--- src/verilog/albx_cfg.svh ---
`ifndef ALBX_CFG_SVH
`define ALBX_CFG_SVH
// ----------------------------------------
// cycle counts per instruction class
// ----------------------------------------
`define ALBX_CYC_ONE 3'd1
`define ALBX_CYC_TWO 3'd2
`define ALBX_CYC_RELATIVE_SUB_CALL 3'd4
`define ALBX_CYC_SUB_CALL_VIA_POINTER 3'd4
`define ALBX_CYC_CALL 3'd5
// ----------------------------------------
// status bit positions
// ----------------------------------------
`define ALBX_F_C 0
`define ALBX_F_Z 1
`define ALBX_F_N 2
`define ALBX_F_V 3
`define ALBX_F_S 4
`define ALBX_F_H 5
// ----------------------------------------
// constants
// ----------------------------------------
`define ALBX_BYTE_ONES 8'hff
`define ALBX_SREG_RST 8'h00
`endif

--- src/verilog/albx_pkg.sv ---
package albx_pkg;
  typedef enum logic [5:0] {
    ALBX_ADD, ALBX_ADC, ALBX_WORD_ADD_IMM, ALBX_SUB, ALBX_SUB_CONST, ALBX_SUB_BORROW_REG,
    ALBX_SUB_BORROW_CONST, ALBX_WORD_SUB_IMM, ALBX_AND, ALBX_AND_CONST, ALBX_OR, ALBX_OR_CONST,
    ALBX_XOR_REGS, ALBX_BITS_SET_OP, ALBX_BITS_CLEAR_OP, ALBX_INC, ALBX_MINUS_ONE_OP,
    ALBX_PRODUCT_UNSIGNED, ALBX_PRODUCT_SIGNED, ALBX_PRODUCT_MIXED, ALBX_FRAC_PRODUCT_UNSIGNED,
    ALBX_FRAC_PRODUCT_SIGNED, ALBX_FRAC_PRODUCT_MIXED, ALBX_RELATIVE_SUB_CALL, ALBX_JUMP_VIA_POINTER,
    ALBX_FAR_JUMP_VIA_POINTER, ALBX_SUB_CALL_VIA_POINTER, ALBX_FAR_SUB_CALL_VIA_POINTER, ALBX_CALL,
    ALBX_EQUAL_SKIP_OP, ALBX_COMPARE, ALBX_COMPARE_WITH_BORROW, ALBX_COMPARE_CONST
  } albx_op_e;
  typedef enum logic [1:0] {ALBX_IDLE, ALBX_BUSY} albx_state_e;
  typedef struct packed {
    albx_op_e op;
    logic [7:0] rd;
    logic [7:0] rr;
    logic [7:0] k;
    logic [15:0] word;
    logic [15:0] zptr;
    logic [5:0] jump_page;
    logic [21:0] pc;
    logic [21:0] abs_addr;
    logic next_two_word;
  } albx_req_s;
  typedef struct packed {
    logic wr_rd;
    logic [7:0] rd_val;
    logic wr_word;
    logic [15:0] word_val;
    logic wr_product_pair;
    logic [15:0] product_val;
    logic pc_load;
    logic [21:0] pc_val;
  } albx_res_s;
  typedef struct packed {
    albx_state_e state;
    logic [2:0] cnt;
    logic done;
    logic [7:0] sreg;
    albx_res_s res;
  } albx_st_s;
endpackage : albx_pkg

--- src/verilog/albx_exec.sv ---
`include "albx_cfg.svh"
// Behaviour
// - add and add-with-carry write the sum, update Z C N V H, one cycle.
// - word add/sub immediate on 16-bit pair, update Z C N V S, two cycles.
// - subtract reg/const, with or without borrow, update Z C N V H, one cycle.
// - and, or in reg and const forms, xor in reg form, set only Z N V, one cycle.
// - bit set ors mask, bit clear ands inverted mask; Z N V; one cycle.
// - increment and decrement by one, Z N V only, carry kept, one cycle.
// - three multiplies write 16-bit product to product pair, Z and C, two cycles.
// - fractional multiplies take C from the unshifted product, then shift it left one for Z and the write, two cycles.
// - relative call loads pc plus offset plus one, no flags, four cycles.
// - pointer jump loads pc from Z, no flags, two cycles.
// - far pointer jump loads page register above Z, no flags, two cycles.
// - pointer calls, near or far, load target, no flags, four cycles.
// - direct call loads absolute address, no flags, five cycles.
// - equal skip advances pc by two or three when equal, 1/2/3 cycles, no flags.
// - compares subtract for flags only, write nothing, one cycle.
module albx_exec
  import albx_pkg::*;
(
  // clock and reset
  input wire logic core_clk,
  input wire logic rst_n,
  // request from decoder
  input wire logic req_valid,
  input albx_req_s req,
  output logic req_ready,
  // results
  output logic done,
  output albx_res_s res,
  output logic [7:0] sreg
);
  albx_st_s st_reg, st_next;

  // ----------------------------------------
  // datapath
  // ----------------------------------------
  logic [7:0] a, b, r8;
  logic [8:0] sum9;
  logic cin, is_sub, is_add, is_logic, is_incdec, is_word, is_mul;
  logic [16:0] w17;
  logic [15:0] prod;
  logic signed [17:0] sprod;
  logic [2:0] cyc;
  logic [7:0] f;
  albx_res_s r;

  always_comb begin
    a = req.rd;
    b = req.rr;
    cin = 1'b0;
    is_sub = 1'b0;
    is_add = 1'b0;
    is_logic = 1'b0;
    is_incdec = 1'b0;
    is_word = 1'b0;
    is_mul = 1'b0;
    r8 = 8'h00;
    sum9 = 9'h000;
    w17 = 17'h00000;
    sprod = 18'sh00000;
    prod = 16'h0000;
    cyc = `ALBX_CYC_ONE;
    r = '0;
    f = st_reg.sreg;
    case (req.op)
      ALBX_ADD, ALBX_ADC: begin
        is_add = 1'b1;
        cin = (req.op == ALBX_ADC) & st_reg.sreg[`ALBX_F_C];
      end
      ALBX_SUB, ALBX_SUB_BORROW_REG, ALBX_COMPARE, ALBX_COMPARE_WITH_BORROW: begin
        is_sub = 1'b1;
        cin = (req.op == ALBX_SUB_BORROW_REG || req.op == ALBX_COMPARE_WITH_BORROW) & st_reg.sreg[`ALBX_F_C];
      end
      ALBX_SUB_CONST, ALBX_SUB_BORROW_CONST, ALBX_COMPARE_CONST: begin
        is_sub = 1'b1;
        b = req.k;
        cin = (req.op == ALBX_SUB_BORROW_CONST) & st_reg.sreg[`ALBX_F_C];
      end
      ALBX_AND, ALBX_XOR_REGS, ALBX_OR: is_logic = 1'b1;
      ALBX_AND_CONST, ALBX_OR_CONST, ALBX_BITS_SET_OP: begin
        is_logic = 1'b1;
        b = req.k;
      end
      ALBX_BITS_CLEAR_OP: begin
        is_logic = 1'b1;
        b = `ALBX_BYTE_ONES - req.k;
      end
      ALBX_INC, ALBX_MINUS_ONE_OP: is_incdec = 1'b1;
      ALBX_WORD_ADD_IMM, ALBX_WORD_SUB_IMM: is_word = 1'b1;
      default: is_mul = 1'b0;
    endcase
    if (is_add) begin
      sum9 = {1'b0, a} + {1'b0, b} + {8'h00, cin};
      r8 = sum9[7:0];
      f[`ALBX_F_C] = sum9[8];
      f[`ALBX_F_V] = (a[7] & b[7] & ~r8[7]) | (~a[7] & ~b[7] & r8[7]);
      f[`ALBX_F_H] = (a[3] & b[3]) | (b[3] & ~r8[3]) | (~r8[3] & a[3]);
    end else if (is_sub) begin
      sum9 = {1'b0, a} - {1'b0, b} - {8'h00, cin};
      r8 = sum9[7:0];
      f[`ALBX_F_C] = sum9[8];
      f[`ALBX_F_V] = (a[7] & ~b[7] & ~r8[7]) | (~a[7] & b[7] & r8[7]);
      f[`ALBX_F_H] = (~a[3] & b[3]) | (b[3] & r8[3]) | (r8[3] & ~a[3]);
    end else if (is_logic) begin
      if (req.op == ALBX_AND || req.op == ALBX_AND_CONST || req.op == ALBX_BITS_CLEAR_OP) begin
        r8 = a & b;
      end else if (req.op == ALBX_XOR_REGS) begin
        r8 = a ^ b;
      end else begin
        r8 = a | b;
      end
      f[`ALBX_F_V] = 1'b0;
    end else if (is_incdec) begin
      r8 = (req.op == ALBX_INC) ? a + 8'h01 : a - 8'h01;
      f[`ALBX_F_V] = (req.op == ALBX_INC) ? (a == 8'h7f) : (a == 8'h80);
    end
    if (is_add || is_sub || is_logic || is_incdec) begin
      f[`ALBX_F_N] = r8[7];
      f[`ALBX_F_Z] = (r8 == 8'h00);
      // subtract-with-borrow and borrow-compare keep Z when result is zero
      if (req.op == ALBX_SUB_BORROW_REG || req.op == ALBX_SUB_BORROW_CONST || req.op == ALBX_COMPARE_WITH_BORROW) begin
        f[`ALBX_F_Z] = (r8 == 8'h00) & st_reg.sreg[`ALBX_F_Z];
      end
      // byte ops leave the sign flag alone, only word ops touch it
      r.wr_rd = ~(req.op inside {ALBX_COMPARE, ALBX_COMPARE_WITH_BORROW, ALBX_COMPARE_CONST});
      r.rd_val = r8;
    end
    if (is_word) begin
      cyc = `ALBX_CYC_TWO;
      if (req.op == ALBX_WORD_ADD_IMM) begin
        w17 = {1'b0, req.word} + {9'h000, req.k};
        f[`ALBX_F_V] = ~req.word[15] & w17[15];
        f[`ALBX_F_C] = ~w17[15] & req.word[15];
      end else begin
        w17 = {1'b0, req.word} - {9'h000, req.k};
        f[`ALBX_F_V] = req.word[15] & ~w17[15];
        f[`ALBX_F_C] = w17[15] & ~req.word[15];
      end
      f[`ALBX_F_N] = w17[15];
      f[`ALBX_F_Z] = (w17[15:0] == 16'h0000);
      f[`ALBX_F_S] = f[`ALBX_F_N] ^ f[`ALBX_F_V];
      r.wr_word = 1'b1;
      r.word_val = w17[15:0];
    end
    // ----------------------------------------
    // multiplier
    // ----------------------------------------
    case (req.op)
      ALBX_PRODUCT_UNSIGNED, ALBX_FRAC_PRODUCT_UNSIGNED: begin
        sprod = $signed({1'b0, a}) * $signed({1'b0, b});
        is_mul = 1'b1;
      end
      ALBX_PRODUCT_SIGNED, ALBX_FRAC_PRODUCT_SIGNED: begin
        sprod = $signed({a[7], a}) * $signed({b[7], b});
        is_mul = 1'b1;
      end
      ALBX_PRODUCT_MIXED, ALBX_FRAC_PRODUCT_MIXED: begin
        sprod = $signed({a[7], a}) * $signed({1'b0, b});
        is_mul = 1'b1;
      end
      default: sprod = 18'sh00000;
    endcase
    if (is_mul) begin
      cyc = `ALBX_CYC_TWO;
      prod = sprod[15:0];
      f[`ALBX_F_C] = prod[15];
      if (req.op == ALBX_FRAC_PRODUCT_UNSIGNED || req.op == ALBX_FRAC_PRODUCT_SIGNED
          || req.op == ALBX_FRAC_PRODUCT_MIXED) begin
        prod = {sprod[14:0], 1'b0};
      end
      f[`ALBX_F_Z] = (prod == 16'h0000);
      r.wr_product_pair = 1'b1;
      r.product_val = prod;
    end
    // ----------------------------------------
    // program flow, flags untouched
    // ----------------------------------------
    case (req.op)
      ALBX_RELATIVE_SUB_CALL: begin
        r.pc_load = 1'b1;
        r.pc_val = req.pc + {{14{req.k[7]}}, req.k} + 22'd1;
        cyc = `ALBX_CYC_RELATIVE_SUB_CALL;
      end
      ALBX_JUMP_VIA_POINTER: begin
        r.pc_load = 1'b1;
        r.pc_val = {6'h00, req.zptr};
        cyc = `ALBX_CYC_TWO;
      end
      ALBX_FAR_JUMP_VIA_POINTER: begin
        r.pc_load = 1'b1;
        r.pc_val = {req.jump_page, req.zptr};
        cyc = `ALBX_CYC_TWO;
      end
      ALBX_SUB_CALL_VIA_POINTER, ALBX_FAR_SUB_CALL_VIA_POINTER: begin
        r.pc_load = 1'b1;
        r.pc_val = (req.op == ALBX_FAR_SUB_CALL_VIA_POINTER) ? {req.jump_page, req.zptr}
                                                             : {6'h00, req.zptr};
        cyc = `ALBX_CYC_SUB_CALL_VIA_POINTER;
      end
      ALBX_CALL: begin
        r.pc_load = 1'b1;
        r.pc_val = req.abs_addr;
        cyc = `ALBX_CYC_CALL;
      end
      ALBX_EQUAL_SKIP_OP: begin
        r.pc_load = 1'b1;
        if (req.rd == req.rr) begin
          r.pc_val = req.pc + (req.next_two_word ? 22'd3 : 22'd2);
          cyc = req.next_two_word ? 3'd3 : 3'd2;
        end else begin
          r.pc_val = req.pc + 22'd1;
        end
      end
      default: r.pc_load = 1'b0;
    endcase
  end

  // ----------------------------------------
  // sequencing
  // ----------------------------------------
  assign req_ready = (st_reg.state == ALBX_IDLE);

  always_comb begin
    st_next = st_reg;
    st_next.done = 1'b0;
    case (st_reg.state)
      ALBX_IDLE: begin
        if (req_valid) begin
          st_next.res = r;
          st_next.sreg = f;
          if (cyc == `ALBX_CYC_ONE) begin
            st_next.done = 1'b1;
          end else begin
            st_next.state = ALBX_BUSY;
            st_next.cnt = cyc - 3'd1;
          end
        end
      end
      default: begin
        st_next.cnt = st_reg.cnt - 3'd1;
        if (st_reg.cnt == 3'd1) begin
          st_next.state = ALBX_IDLE;
          st_next.done = 1'b1;
        end
      end
    endcase
  end

  always_ff @(posedge core_clk or negedge rst_n) begin
    if (!rst_n) begin
      st_reg <= '{state: ALBX_IDLE, cnt: 3'd0, done: 1'b0, sreg: `ALBX_SREG_RST, res: '0};
    end else begin
      st_reg <= st_next;
    end
  end

  assign done = st_reg.done;
  assign res = st_reg.res;
  assign sreg = st_reg.sreg;
endmodule : albx_exec

--- config.mk ---
export PLATFORM = sky130hd
export DESIGN_NAME = albx_exec
export DESIGN_NICKNAME = d
export VERILOG_FILES = /design/src/verilog/albx_pkg.sv /design/src/verilog/albx_exec.sv
export VERILOG_INCLUDE_DIRS = /design/src /design/src/verilog
export SDC_FILE = /design/constraint.sdc
export NUM_CORES = 1
export LEC_CHECK = 0
export BUFFER_PORTS_ARGS = -buffer_cell sky130_fd_sc_hd__buf_2
export CORE_ASPECT_RATIO = 0.5
export CORE_MARGIN = 5
export CORE_UTILIZATION = 35
export DETAILED_ROUTE_END_ITERATION = 10
export PLACE_DENSITY = 0.61
export SLEW_MARGIN = 20
export SYNTH_ARGS = -nofsm -noshare
export SYNTH_HDL_FRONTEND = slang
export SYNTH_SLANG_ARGS = --single-unit
--- constraint.sdc ---
create_clock -name core_clk -period 9.15 [get_ports core_clk]
set_input_delay 1.3725 -clock core_clk [delete_from_list [all_inputs] [get_ports core_clk]]
set_output_delay 1.3725 -clock core_clk [all_outputs]
set_load 0.1 [all_outputs]
==> results.md <==
- Run status: finished, final reports clean
- Share of layout cells above drive strength 1: 13.6%
- Static leakage power: 8.30 nW
- Largest incremental delay on the critical path: 640 ps
- Capture point of the worst reg-to-reg path: sreg[1]
- Number of placed cells counting well taps: 2468
- Overall track demand over capacity in global routing: 19.6%
- Count of flip-flops with a built-in enable after synthesis: 0
- Number of standard-cell rows in the floorplan: 53
- Clock share of power: 10.4%
- Syn Std Cell Area: 0.0149 sq mm
- Flip-flop count of the largest register after layout: 66
- Routed WL per cell: 18.9 um
- Detail-routed via count per cell: 5.25
- Startpoint kind of the worst setup timing path: input pin
- Warnings from Yosys: 0
- Number of global-route vias before repair: 12874
- Startpoint of the worst hold path: res[22]
- TritonCTS buffer count: 9
- Clock period minus final worst setup slack: 8420 ps
- Synth cell types: 82
- Number of detailed-route iterations in the first pass: 7
- Hold buffers post-CTS: 0
- Class of the tightest hold or removal check: reg -> reg
- Area of the core: 0.0420 sq mm
- Synthesized area per cell: 8.20 sq um
- Internal power: 0.00175 W
- CTS sink count: 77
- Tcrit/Tclk final: 92.0%
- CP required: 9430 ps
- Worst setup slack for register-to-register paths: 4900 ps
- Final Hold Viols: 0
- Slack of the critical path: 730 ps
- Number of register bits inferred by synthesis: 77
- Slew headroom: 26.1%
- CTS tree: yes
- Via count: 13046
- Top cells by instance count after synthesis: inv_1, ha_1, nand2_1
- Total negative slack for setup checks: 0 ps
- Initial Utilization: 35.4%
- Cell depth of the worst flop-to-flop path: 15
- Number of instances in the synthesized netlist: 1814
- Total net switching power: 0.00222 W
- Number of pins exceeding their max-slew limit in the final report: 0
- Area added between synthesis and finish: 9.07%
- Least-Margin Pin Slew: 1100 ps
- Power after layout: 0.00397 W
- Initial antenna violation count: 2
- Predominant post-synthesis flop cell: dfrtp_1
- Setup fix buffers added after clock tree synthesis: 0
- Worst-path maximum fanout: 26
- Clock root buffer: clkbuf_16
- Buffers added on ports: 189
- Deepest clock path buffer count: 2
- Number of nets at the end of the flow: 2325
- Max-capacitance violation count: 0
- Startpoint of the most critical register-to-register path: sreg[0]
- Total I/O pin count: 192
- Clock skew: 10.7 ps
- Register area share after synthesis: 13.0%
- Worst EP arrival: 8700 ps
- DRC: 0
- Combinational share of power: 78.2%
- Total of cells resized after clock tree synthesis: 0
- Crit Path Class: in -> reg
- Final Wtd Congestion: 0.981
- Worst setup timing slack at the placement stage: 453 ps
- Asr flop ratio synth: 100%
- Count of cells along the worst hold path: 2
- Setup violators final: 0
- Clk Latency, worst-skew pair: 360 ps
- Worst Hold Path EP: res[22]
- P per Cell Area: 244 mW/mm^2
- Die Area: 0.0470 sq mm
- Max rail drop VDD: 170 uV
- Unrepaired setup endpoints after global routing: false
- Non-filler cells in the finished layout: 2486
- Proportion of power drawn by flip-flops and latches: 11.4%
- Pin count of the biggest net entering global routing: 68
- Global-route wire length before repair: 72900 um
- Level count of the clock H-tree: 3
- Number of violations reported at the end of detailed-routing iteration 0: 1008
- Net switching share of the total power: 55.9%
- Type of destination of the critical path: flop
- Slowest cell on crit path: a31oi_1
- Clock edge transition at the registers on the reported setup and hold paths: 70 ps
- Die outline height: 156 um
- Area share of the largest cell type after synthesis: 17.1%
- Leading area contributor after synthesis: fa_1
- HPWL Detailed: 39600 um
- Die Wd: 302 um
- Overall routed net length: 47000 um
- Fmax: 119 MHz
- Final global-route overflow total: 0
- Number of routed nets with antenna violations: 0
- Top-count cell post-synth: inv_1
- Cell types with the largest area share after synthesis: fa_1, ha_1, dfrtp_1, inv_1, xnor2_1
-- cell usage in the layout (no fill, tap or decap), drive strengths merged, types with 6 or more instances in the layout --
cell type	instances
nor3	36
nand2b	11
a21o	29
o22ai	15
o21ai	105
nand4	8
a211o	6
nor2b	15
o31ai	6
clkbuf	10
fa	127
a22o	24
a211oi	17
o21bai	12
a21oi	91
or3	14
nand3	35
a31oi	17
nor4	11
and3	13
mux2i	17
nor2	112
ha	180
o21a	11
or2	8
xor2	50
o41ai	7
a22oi	10
nand2	154
inv	292
o211ai	8
xnor2	73
a222oi	22
dfrtp	77
o221ai	6
buf	206
-- worst max-delay path by stage --
stage / endpoint / slack (ps) / start
final: sreg[1] / 730 / req[109]
after global routing: sreg[1] / 330 / req[109]
after CTS: sreg[1] / 820 / req[109]
after detailed placement: sreg[1] / 450 / req[109]
after global placement: sreg[1] / 750 / req[109]
after floorplan: sreg[1] / 1540 / req[107]
-- cells by family (layout without fill, tap and decap cells) --
group | count (synthesis) | in the layout | synth area share, %
adders and majority gates | 307 | 307 | 32.2
and+or+nand+nor | 440 | 440 | 14.1
buffers and inverters | 424 | 516 | 13.0
other | 1 | 4 | 0.0252
xor gates and xnor gates | 123 | 123 | 7.37
muxes | 21 | 21 | 1.45
AOI/OAI and AO/OA | 421 | 421 | 19.0
DFF | 77 | 77 | 13.0
-- stage by stage --
stage          hold WS, ps  util, %  cell area [sq um]
4_1_cts                478     38.6              16200
5_1_grt                493     38.7              16200
3_5_place_dp           461     37.8              15900
6_report               474     38.7              16200
2_1_floorplan          447        -              14900
3_3_place_gp           454     37.8              15900
-- power by group through the flow --
stage,combinational [W],clock (W),sequential (W)
after CTS,0.00312,0.000420,0.000453
after floorplan,0.00245,0,0.000450
after detailed placement,0.00310,0,0.000458
after global routing,0.00343,0.000439,0.000462
after global placement,0.00310,0,0.000457
final,0.00310,0.000411,0.000453
-- worst max-delay path, delay by kind of cell --
| kind | cells | cell delay [ps] |
|---|---|---|
| compound gates | 9 | 2500 |
| fa+ha+maj | 6 | 2210 |
| simple gates | 5 | 1610 |
| buf+inv | 4 | 880 |
| xor+xnor | 1 | 110 |
-- layer usage --
metal | up-vias | share of wire (%) | wire length, um | global-route usage [%]
met5 | - | 0 | 0 | 0
met4 | 0 | 1.8 | 834 | 4.22
met3 | 50 | 4.9 | 2320 | 2.38
met2 | 368 | 48 | 22600 | 33.3
met1 | 6375 | 45 | 21300 | 26.9
li1 | 6253 | - | - | -
-- area by class of cell --
type	instances	area, sq um
diodes	2	5.00
clock buffers	10	239
clock inverters	6	93.8
fillers	4373	25700
inverters	294	1100
multi-input cells	1314	11100
flip-flops and latches	77	1930
well taps	577	722
repair buffers	206	1080
No activity file was read; power rests on OpenSTA's default activity.
